<file path="src/pkg/bsd_pkg.sv">
// Holds the constants and types shared by the boot strap decoder.
// Assumes the strap levels arrive as pins from the board, outside the clock domain.
package bsd_pkg;

	// Flash supply strap: low picks 3.3 V, high (pull-up default) picks 1.8 V.
	localparam logic BSD_VSEL_3V3 = 1'b0;
	localparam logic BSD_VSEL_1V8 = 1'b1;
	localparam logic BSD_VSEL_RST = BSD_VSEL_1V8;

	// Boot mode strap codes.
	localparam logic [1:0] BSD_BOOT_DOWNLOAD = 2'h0;
	localparam logic [1:0] BSD_BOOT_RESERVED = 2'h1;
	localparam logic [1:0] BSD_BOOT_FLASH_A = 2'h2;
	localparam logic [1:0] BSD_BOOT_FLASH_B = 2'h3;
	localparam logic [1:0] BSD_BOOT_RST = BSD_BOOT_FLASH_A;

	// Debug strap: zero is silent, one (pull-up default) prints.
	localparam logic BSD_DBG_RST = 1'b1;

	// Slave timing codes, upper bit shared with the debug strap.
	localparam logic [1:0] BSD_TIM_FF = 2'h0;
	localparam logic [1:0] BSD_TIM_FR = 2'h1;
	localparam logic [1:0] BSD_TIM_RF = 2'h2;
	localparam logic [1:0] BSD_TIM_RR = 2'h3;
	localparam logic [1:0] BSD_TIM_RST = BSD_TIM_RR;
	localparam int BSD_TIM_HI_POS = 1;

	// Strap bus layout as seen by the synchroniser.
	localparam int BSD_STRAP_W = 5;
	localparam int BSD_POS_VSEL = 0;
	localparam int BSD_POS_BOOT_LO = 1;
	localparam int BSD_POS_BOOT_HI = 2;
	localparam int BSD_POS_DBG = 3;
	localparam int BSD_POS_TIM_LO = 4;
	localparam logic [BSD_STRAP_W-1:0] BSD_SYNC_RST = 5'h1_d;

	typedef enum logic [2:0] {
		BSD_ST_RESET = 3'h1,
		BSD_ST_SAMPLE = 3'h2,
		BSD_ST_HOLD = 3'h4
	} bsd_state_t;

	typedef enum logic [1:0] {
		BSD_MODE_DOWNLOAD = 2'h0,
		BSD_MODE_FLASH = 2'h1,
		BSD_MODE_UNDEF = 2'h2
	} bsd_boot_t;

endpackage

</file>
<file path="src/bsd_top.sv">
// Holds the boot strap decoder: samples strap pins at reset release and decodes them.
// Assumes strap pins are board-pulled levels and resetn comes from the reset pin logic.
`timescale 1ns/10ps

////////////////////////////////////////////////////////////////////////////////
// Behaviour
// - Reset low holds; release starts sampling.
// - Supply strap low 3.3V, high 1.8V.
// - Boot 00 download, 10/11 flash boot.
// - Debug strap 0 silent, 1 prints.
// - Timing 00 fall/fall, 01 fall/rise.
// - Timing 10 rising input, falling output.
// - Timing 11 rise/rise; upper bit is debug.
module bsd_top (
	input wire logic clk_sys,
	input wire logic resetn,
	input wire logic strap_vsel,
	input wire logic [1:0] strap_boot,
	input wire logic strap_dbg,
	input wire logic strap_tim_lo,
	output logic cfg_valid,
	output logic flash_vsel_1v8,
	output logic boot_download,
	output logic boot_flash,
	output logic boot_undef,
	output logic primary_serial_port_dbg_en,
	output logic sdio_in_rise,
	output logic sdio_out_rise,
	output logic [1:0] sdio_tim_code
);
	import bsd_pkg::*;

	////////////////////////////////////////////////////////////////////////////////

	function automatic bsd_boot_t bsd_boot_dec(input logic [1:0] code);
		case (code)
			BSD_BOOT_DOWNLOAD: bsd_boot_dec = BSD_MODE_DOWNLOAD;
			BSD_BOOT_FLASH_A: bsd_boot_dec = BSD_MODE_FLASH;
			BSD_BOOT_FLASH_B: bsd_boot_dec = BSD_MODE_FLASH;
			default: bsd_boot_dec = BSD_MODE_UNDEF;
		endcase
	endfunction

	// Falling input edge for 00 and 01, rising for 10 and 11.
	function automatic logic bsd_in_rise_dec(input logic [1:0] code);
		case (code)
			BSD_TIM_FF: bsd_in_rise_dec = 1'b0;
			BSD_TIM_FR: bsd_in_rise_dec = 1'b0;
			BSD_TIM_RF: bsd_in_rise_dec = 1'b1;
			BSD_TIM_RR: bsd_in_rise_dec = 1'b1;
			default: bsd_in_rise_dec = 1'b1;
		endcase
	endfunction

	// Rising output edge for 01 and 11, falling for 00 and 10.
	function automatic logic bsd_out_rise_dec(input logic [1:0] code);
		case (code)
			BSD_TIM_FF: bsd_out_rise_dec = 1'b0;
			BSD_TIM_FR: bsd_out_rise_dec = 1'b1;
			BSD_TIM_RF: bsd_out_rise_dec = 1'b0;
			BSD_TIM_RR: bsd_out_rise_dec = 1'b1;
			default: bsd_out_rise_dec = 1'b1;
		endcase
	endfunction

	////////////////////////////////////////////////////////////////////////////////

	// Every output is held in a flop, so the pins of the device never see
	// decode glitches while the settings stand.
	typedef struct packed {
		bsd_state_t st;
		logic fill;
		logic vsel_1v8;
		logic boot_dl;
		logic boot_fl;
		logic boot_undef;
		logic dbg_en;
		logic [1:0] tim;
		logic in_rise;
		logic out_rise;
		logic valid;
	} bsd_top_state_t;

	logic [BSD_STRAP_W-1:0] pins_raw;
	logic [BSD_STRAP_W-1:0] pins_s;
	bsd_top_state_t s_q;
	bsd_top_state_t s_d;

	bsd_boot_t dec_boot;
	logic dec_vsel_1v8;
	logic dec_boot_dl;
	logic dec_boot_fl;
	logic dec_boot_undef;
	logic dec_dbg_en;
	logic [1:0] dec_tim;
	logic dec_in_rise;
	logic dec_out_rise;

	////////////////////////////////////////////////////////////////////////////////

	// Pins cross into the clock domain before anything decodes them.
	assign pins_raw = {strap_tim_lo, strap_dbg, strap_boot, strap_vsel};

	bsd_sync u_sync (
		.clk_sys(clk_sys),
		.resetn(resetn),
		.pin_in(pins_raw),
		.pin_sync(pins_s)
	);

	////////////////////////////////////////////////////////////////////////////////

	// Decodes the synchronised levels; only the capture state uses the result.
	always_comb begin
		dec_vsel_1v8 = (pins_s[BSD_POS_VSEL] == BSD_VSEL_1V8);
		dec_boot = bsd_boot_dec(pins_s[BSD_POS_BOOT_HI:BSD_POS_BOOT_LO]);
		dec_boot_dl = (dec_boot == BSD_MODE_DOWNLOAD);
		dec_boot_fl = (dec_boot == BSD_MODE_FLASH);
		// The reserved code is flagged rather than guessed at.
		dec_boot_undef = (dec_boot == BSD_MODE_UNDEF);
		dec_dbg_en = pins_s[BSD_POS_DBG];
		// The debug strap doubles as the upper bit of the timing code.
		dec_tim = {pins_s[BSD_POS_DBG], pins_s[BSD_POS_TIM_LO]};
		dec_in_rise = bsd_in_rise_dec(dec_tim);
		dec_out_rise = bsd_out_rise_dec(dec_tim);
	end

	////////////////////////////////////////////////////////////////////////////////

	// The synchroniser is held at the default levels during reset, so the level
	// present at the release edge needs two more edges to reach its output.
	// Capture waits one extra cycle in the reset state for that reason.
	always_comb begin
		s_d = s_q;
		case (s_q.st)
			BSD_ST_RESET: begin
				s_d.fill = 1'b1;
				if (s_q.fill) begin
					s_d.st = BSD_ST_SAMPLE;
				end else begin
					s_d.st = BSD_ST_RESET;
				end
			end
			BSD_ST_SAMPLE: begin
				s_d.st = BSD_ST_HOLD;
				s_d.vsel_1v8 = dec_vsel_1v8;
				s_d.boot_dl = dec_boot_dl;
				s_d.boot_fl = dec_boot_fl;
				s_d.boot_undef = dec_boot_undef;
				s_d.dbg_en = dec_dbg_en;
				s_d.tim = dec_tim;
				s_d.in_rise = dec_in_rise;
				s_d.out_rise = dec_out_rise;
				s_d.valid = 1'b1;
			end
			BSD_ST_HOLD: begin
				// Later pin activity is ignored until the next reset.
				s_d.st = BSD_ST_HOLD;
			end
			default: begin
				s_d.st = BSD_ST_RESET;
				s_d.fill = 1'b0;
				s_d.valid = 1'b0;
			end
		endcase
	end

	////////////////////////////////////////////////////////////////////////////////

	// Reset shows the decode of the board default levels.
	always_ff @(posedge clk_sys) begin
		if (!resetn) begin
			s_q.st <= BSD_ST_RESET;
			s_q.fill <= 1'b0;
			s_q.vsel_1v8 <= (BSD_VSEL_RST == BSD_VSEL_1V8);
			s_q.boot_dl <= (BSD_BOOT_RST == BSD_BOOT_DOWNLOAD);
			s_q.boot_fl <= (BSD_BOOT_RST == BSD_BOOT_FLASH_A) ||
				(BSD_BOOT_RST == BSD_BOOT_FLASH_B);
			s_q.boot_undef <= (BSD_BOOT_RST == BSD_BOOT_RESERVED);
			s_q.dbg_en <= BSD_DBG_RST;
			s_q.tim <= BSD_TIM_RST;
			s_q.in_rise <= BSD_TIM_RST[BSD_TIM_HI_POS];
			s_q.out_rise <= BSD_TIM_RST[BSD_TIM_HI_POS-1];
			s_q.valid <= 1'b0;
		end else begin
			s_q <= s_d;
		end
	end

	////////////////////////////////////////////////////////////////////////////////

	assign cfg_valid = s_q.valid;

	assign flash_vsel_1v8 = s_q.vsel_1v8;

	assign boot_download = s_q.boot_dl;

	assign boot_flash = s_q.boot_fl;

	assign boot_undef = s_q.boot_undef;

	assign primary_serial_port_dbg_en = s_q.dbg_en;

	assign sdio_tim_code = s_q.tim;

	assign sdio_in_rise = s_q.in_rise;

	assign sdio_out_rise = s_q.out_rise;

endmodule

</file>
<file path="src/bsd_sync.sv">
// Holds a two-flop synchroniser for a bus of independent strap levels.
// Assumes each bit is a quasi-static level; bits are not coherent with each other.
`timescale 1ns/10ps
module bsd_sync (
	input wire logic clk_sys,
	input wire logic resetn,
	input wire logic [bsd_pkg::BSD_STRAP_W-1:0] pin_in,
	output logic [bsd_pkg::BSD_STRAP_W-1:0] pin_sync
);
	import bsd_pkg::*;

	typedef struct packed {
		logic [BSD_STRAP_W-1:0] meta;
		logic [BSD_STRAP_W-1:0] sync;
	} bsd_sync_state_t;

	bsd_sync_state_t s_q;
	bsd_sync_state_t s_d;

	always_comb begin
		s_d.meta = pin_in;
		s_d.sync = s_q.meta;
	end

	// Reset values match the board defaults so no false code appears early.
	always_ff @(posedge clk_sys) begin
		if (!resetn) begin
			s_q <= '{meta: BSD_SYNC_RST, sync: BSD_SYNC_RST};
		end else begin
			s_q <= s_d;
		end
	end

	assign pin_sync = s_q.sync;
endmodule

</file>
<file path="config.mk">
export PLATFORM = sky130hd
export DESIGN_NAME = bsd_top
export DESIGN_NICKNAME = d
export VERILOG_FILES = /design/src/pkg/bsd_pkg.sv /design/src/bsd_top.sv /design/src/bsd_sync.sv
export SDC_FILE = /design/constraint.sdc
export NUM_CORES = 1
export LEC_CHECK = 0
export BUFFER_PORTS_ARGS = -buffer_cell sky130_fd_sc_hd__buf_2
export CAP_MARGIN = 15
export CORE_UTILIZATION = 58
export CTS_BUF_LIST = sky130_fd_sc_hd__clkbuf_8
export DETAILED_ROUTE_END_ITERATION = 7
export PLACE_DENSITY_LB_ADDON = 0.2
export SLEW_MARGIN = 15
export SYNTH_ARGS = -nofsm -noshare
export SYNTH_HDL_FRONTEND = slang
export SYNTH_SLANG_ARGS = --single-unit
</file>
<file path="constraint.sdc">
create_clock -name clk_sys -period 1.66 [get_ports clk_sys]
set_input_delay 0.166 -clock clk_sys [delete_from_list [all_inputs] [get_ports clk_sys]]
set_output_delay 0.166 -clock clk_sys [all_outputs]
set_load 0.02 [all_outputs]
</file>
==> impl_results.md, run 1 <==
- Area of the mapped netlist: 820.8 µm²
- Nets@finish: 97
- Worst Hold Class: in2reg
- Final Cycle Share: 0.7255
- Setup total negative slack: 0 ns
- DRC errors left: 0
- Post-synthesis simple-gate area fraction: 0.2378
- First-pass GRT wire length: 1.752 mm
- Via density: 5.106
- Startpoint types: flip-flop
- Post-synthesis compound-gate area fraction: 0.08689
- Cts repair resizes: 0
- Slew HR: 0.7301
- Setup Skew: 0.001552 ns
- Post-CTS setup buffer count: 0
- Count of cell types in the netlist: 19
- DIE AREA: 1570 µm²
- Final Power: 1.012 mW
- Clock transition at the registers of the reported paths: 0.08 ns
- Initial antenna violation count: 0
- Vias in the first global route: 397
- Initial Utilization: 0.6308
- FMAX: 830.3 MHz
- CTS sink cnt: 23
- Yosys reg bits: 23
- Fraction of layout cells with a size suffix above 1: 0.2584
- Cell row count: 13
- Die width: 39.62 µm
- Die Y: 39.62 µm
- Top cells by area, synth: dfxtp_1, nand2b_1, nand4bb_1
- Cell taking the most area after synthesis: dfxtp_1
- Final-report hold violation count: 0
- Final setup violation count: 0
- Max Fanout on Critical Path: 9
- Root Buffer Master: clkbuf_8
- Unrepaired setup endpoints after global routing: false
- Vias: 531
- Crit Path Class: reg2reg
- Longest Clk Path Bufs: 2
- Top-area cell type share of the netlist area: 0.5610
- Clk Latency, worst-skew pair: 0.26 ns
- ANT cells: 0
- Synth Area in XOR/XNOR: 0.02134
- H-Tree Depth: 1
- IO Count: 17
- CP startpoint: s_q[12]
- Post-DP HPWL: 727.7 µm
- Crit path capture type: flip-flop
- Power density cells: 1077 nW/µm²
- Synthesized Nets: 81
- Grt ovf: 0
- VDD IR-drop max: 0.8632 mV
- Gate Count Post-Synth: 74
- 1st-iter DRT viols: 11
- Syn Area/Cell: 11.09 µm²
- GRT Overall Usage: 0.1730
- Largest net degree at the start of global routing: 26
- Post-Synth Adder-Cell Area: 0
- Status: finished, final reports clean
- Core Region: 1301 µm²
- DR pass1 iterations: 4
- Min-Delay Startpoint: strap_tim_lo
- Critical R2R Launch: s_q[12]
- Post-Route WL: 1.115 mm
- RePlAce Congestion: 0.6963
- Hold Buf Count CTS: 0
- Worst EP arrival: 1.40 ns
- Yosys warns: 0
- CTS tree: built
- Max-cap violations: 0
- Critical Path RT: 1.85 ns
- Most frequent cells in the layout: dfxtp_1, buf_2, nand2b_1
- Largest family of logic cells by synthesized area: simple AND/OR/NAND/NOR gates
- Sequential fraction of the synthesis area: 0.5610
- Final Slew Violations: 0
- Wire per inst: 10.72 µm
- Commonest non-fill, non-tap cell in the layout: dfxtp_1
- Post-synthesis mux area share: 0.02439
- Final worst path period need: 1.204 ns
- Post-route ant nets: 0
- TritonCTS Buffers: 3
- Worst Max-Slew Pin Slew: 0.4045 ns
- LEAKAGE: 0.3985 nW
- Port Buffers: 16
- Layout area overhead: 14.48%
## worst paths after layout
kind,cells after the start,slack [ns],endpoint
max,2,0.46,boot_undef
min,2,0.08,u_sync.s_d[4]
max reg2reg,2,0.46,boot_undef
min reg2reg,1,0.42,u_sync.pin_sync[2]
## cell type report
cell class	count	area, µm²
inverter	6	22.52
tap	15	18.77
fill	96	361.6
clock buffer	3	41.29
timing repair buffer	17	87.58
clock inverter	1	5.005
multi-input combinational	39	304.0
sequential	23	460.4
## stage by stage
stage                     area (µm²)  worst slack [ns]  cells  hold WS, ns    util
after floorplan                820.8            0.6067     74       0.2390       -
after global placement         893.4            0.5337    100       0.3455  0.6865
after detailed placement       893.4            0.4925    100       0.3490  0.6865
after CTS                      939.7            0.4665    104      0.07659  0.7221
after global routing           939.7            0.3647    104      0.07657  0.7221
final                          939.7            0.4557    104      0.08161  0.7221
## metal layers
layer,global-route usage,vias up,share of wire
li1,-,278,-
met1,0.2447,231,0.47
met2,0.2254,18,0.45
met3,0.05114,4,0.053
met4,0.1034,0,0.019
met5,0,-,0
## registers in the layout (all words and copies together), names as in the netlist
name                        cells
boot_undef                      1
cfg_valid                       1
s_q                             4
u_sync.s_d                      5
sdio_in_rise                    1
boot_flash                      1
u_sync.pin_sync                 5
boot_download                   1
sdio_tim_code                   1
primary_serial_port_dbg_en      1
flash_vsel_1v8                  1
sdio_out_rise                   1
## critical path: stages (launching register included)
cell	delay [ns]
dfxtp_1	0.47
nor3b_4	0.44
mux2i_1	0.22
## cell usage after synthesis
| library cell | n |
|---|---|
| or3b_2 | 1 |
| mux2i_1 | 2 |
| nand3b_1 | 3 |
| nor3b_4 | 1 |
| xnor2_1 | 2 |
| clkbuf_1 | 1 |
| o211ai_1 | 6 |
| nor2_1 | 1 |
| o2bb2ai_1 | 2 |
| nand2b_1 | 9 |
| nand4bb_1 | 4 |
| inv_1 | 6 |
| nor3b_1 | 1 |
| dfxtp_1 | 23 |
| buf_4 | 2 |
| and2_1 | 4 |
| nand2_1 | 2 |
| a2bb2oi_1 | 1 |
| buf_2 | 3 |
## cells by family after synthesis
kind of cell / after synthesis
buffers and inverters: 12
AO/OA/AOI/OAI: 9
AND/OR/NAND/NOR: 26
XOR/XNOR: 2
flip-flops: 23
multiplexers: 2
## where the power goes
part / internal (mW) / switching [mW] / total (mW)
Combinational: 0.0442 / 0.0366 / 0.0808
Clock: 0.167 / 0.166 / 0.333
Sequential: 0.577 / 0.0209 / 0.598
(Power assumes the default switching activity.)
==> inputs of run 2 (changes only) <==
--- a/config.mk
+++ b/config.mk
@@ -7,7 +7,7 @@
 export LEC_CHECK = 0
 export BUFFER_PORTS_ARGS = -buffer_cell sky130_fd_sc_hd__buf_2
 export CAP_MARGIN = 15
-export CORE_UTILIZATION = 58
+export CORE_UTILIZATION = 54
 export CTS_BUF_LIST = sky130_fd_sc_hd__clkbuf_8
 export DETAILED_ROUTE_END_ITERATION = 7
 export PLACE_DENSITY_LB_ADDON = 0.2
==> constraint.sdc (replaced) <==
create_clock -name clk_sys -period 1.3 [get_ports clk_sys]
set_input_delay 0.13 -clock clk_sys [delete_from_list [all_inputs] [get_ports clk_sys]]
set_output_delay 0.13 -clock clk_sys [all_outputs]
set_load 0.02 [all_outputs]
==> impl_results.md, run 2 (same netlist as run 1, synthesis figures left out) <==
- Power density cells: 1347 nW/µm² (was 1077 nW/µm²)
- CTS sink cnt: 23 (unchanged)
- Setup Skew: 0.002743 ns (was 0.001552 ns)
- Post-CTS setup buffer count: 0 (unchanged)
- Final setup margin: 0.1795 ns (was 0.4557 ns)
- Longest Clk Path Bufs: 2 (unchanged)
- Metal-1 WL: 568 µm (was 529 µm)
- Hold Buf Count CTS: 0 (unchanged)
- Top layer reached by signal wires: met4 (unchanged)
- Setup total negative slack: 0 ns (unchanged)
- Critical Path RT: 1.50 ns (was 1.85 ns)
- Post-route ant nets: 0 (unchanged)
- Vias in the first global route: 417 (was 397)
- GRT Overall Usage: 0.1678 (was 0.1730)
- Via density: 4.906 (was 5.106)
- First-pass GRT wire length: 1.821 mm (was 1.752 mm)
- Nets@finish: 99 (was 97)
- Final Power: 1.285 mW (was 1.012 mW)
- Vias: 520 (was 531)
- CP Cell Sequence: nor3b_1 > and2_1 (was nor3b_4 > mux2i_1)
- Final setup violation count: 0 (unchanged)
- Max-cap violations: 0 (unchanged)
- Worst EP arrival: 1.32 ns (was 1.40 ns)
- Largest net degree at the start of global routing: 14 (was 26)
- Wire per inst: 10.69 µm (was 10.72 µm)
- Final Slew Violations: 0 (unchanged)
- RePlAce Congestion: 0.6578 (was 0.6963)
- Cts repair resizes: 0 (unchanged)
- Final worst path period need: 1.120 ns (was 1.204 ns)
- Peak per-stage delay on the critical path: 0.49 ns (was 0.47 ns)
- Post-DP HPWL: 789.6 µm (was 727.7 µm)
- Fraction of layout cells with a size suffix above 1: 0.2637 (was 0.2584)
- Initial antenna violation count: 0 (unchanged)
- DIE AREA: 1680 µm² (was 1570 µm²)
- Cell row count: 13 (unchanged)
- VDD IR-drop max: 0.7894 mV (was 0.8632 mV)
- Max Fanout on Critical Path: 9 (unchanged)
- 1st-iter DRT viols: 4 (was 11)
- TritonCTS Buffers: 3 (unchanged)
- DR WL met2: 503 µm (was 504 µm)
- LEAKAGE: 0.4100 nW (was 0.3985 nW)
- Core Region: 1350 µm² (was 1301 µm²)
- Port Buffers: 16 (unchanged)
- Clk Latency, worst-skew pair: 0.25 ns (was 0.26 ns)
- Grt ovf: 0 (unchanged)
- Worst Hold Class: in2reg (unchanged)
- Final-report hold violation count: 0 (unchanged)
- Crit Path Class: reg2reg (unchanged)
- FMAX: 892.5 MHz (was 830.3 MHz)
- DR WL met3: 48 µm (was 59 µm)
- IO Count: 17 (unchanged)
- Post-Route WL: 1.133 mm (was 1.115 mm)
- Crit path capture type: flip-flop (unchanged)
- DRC errors left: 0 (unchanged)
- ANT cells: 0 (unchanged)
- Commonest non-fill, non-tap cell in the layout: dfxtp_1 (unchanged)
- Status: finished, final reports clean (unchanged)
- Unrepaired setup endpoints after global routing: false (unchanged)
- Slowest stage cell, crit path: dfxtp_1 (unchanged)
- Placement Setup Slack: 0.1994 ns (was 0.4925 ns)
- Final Cycle Share: 0.8619 (was 0.7255)
- DR pass1 iterations: 3 (was 4)
- Root Buffer Master: clkbuf_8 (unchanged)
- Slew HR: 0.7300 (was 0.7301)
- CTS tree: built (unchanged)
- Die width: 40.99 µm (was 39.62 µm)
- Most frequent cells in the layout: dfxtp_1, buf_2, nand2b_1 (unchanged)
- Initial Utilization: 0.6080 (was 0.6308)
- # fillers: 111 (was 96)
- Clock transition at the registers of the reported paths: 0.08 ns (about the same)
- Layout area overhead: 16.16% (was 14.48%)
- Die Y: 40.99 µm (was 39.62 µm)
- Hold Slack: 0.05008 ns (was 0.08161 ns)
- DP Cell Count: 102 (was 100)
- Startpoint types: flip-flop (unchanged)
- Worst Max-Slew Pin Slew: 0.4046 ns (was 0.4045 ns)
- H-Tree Depth: 1 (unchanged)
- Non-filler cells, final: 106 (was 104)
-- run 2: cell count changes in the layout (fill, tap and decap cells not counted), sizes merged --
cell    previous run  this run
clkinv             1         0
inv                6         7
buf               17        19
-- run 2: path summary, 6_finish.rpt --
check	startpoint	to	slack [ns]	cells past startpoint
hold / removal	strap_boot[1]	u_sync.s_d[2]	0.05	2
setup reg to reg	s_q[11]	s_q[12]	0.18	2
hold reg to reg	u_sync.s_d[4]	u_sync.pin_sync[4]	0.41	1
setup / recovery	s_q[11]	s_q[12]	0.18	2
-- run 2: area by class of cell --
cell class                      instances  area, µm²  area share
Multi-Input combinational cell         39      304.0      0.3189
Clock buffer                            3      41.29     0.04331
Clock inverter                          1      3.754    0.003937
Timing Repair Buffer                   19      102.6      0.1076
Tap cell                               15      18.77     0.01969
Inverter                                6      22.52     0.02362
Sequential cell                        23      460.4      0.4829
-- run 2: stage by stage --
| step | cell area, µm² | util |
|---|---|---|
| 3_3_place_gp | 908.4 | 0.6728 |
| 6_report | 953.4 | 0.7062 |
| 4_1_cts | 953.4 | 0.7062 |
| 5_1_grt | 953.4 | 0.7062 |
| 3_5_place_dp | 908.4 | 0.6728 |
| 2_1_floorplan | 820.8 | - |
-- run 2: layer usage --
metal / GRT usage / vias up
li1: - / 279
met1: 0.2215 / 224
met2: 0.2500 / 15
met3: 0.03261 / 2
met4: 0.1000 / 0
met5: 0 / -
-- run 2: worst max-delay path: cells and delay by family (launching register included) --
family / cells / cell delay [ns]
flip-flops: 1 / 0.49
AND/OR/NAND/NOR: 2 / 0.58
-- run 2: where the power goes --
| group | internal [mW] | switching, mW | total, mW |
|---|---|---|---|
| Sequential | 0.737 | 0.0207 | 0.758 |
| Combinational | 0.0622 | 0.0534 | 0.116 |
| Clock | 0.210 | 0.201 | 0.411 |
| Total | 1.01 | 0.275 | 1.28 |
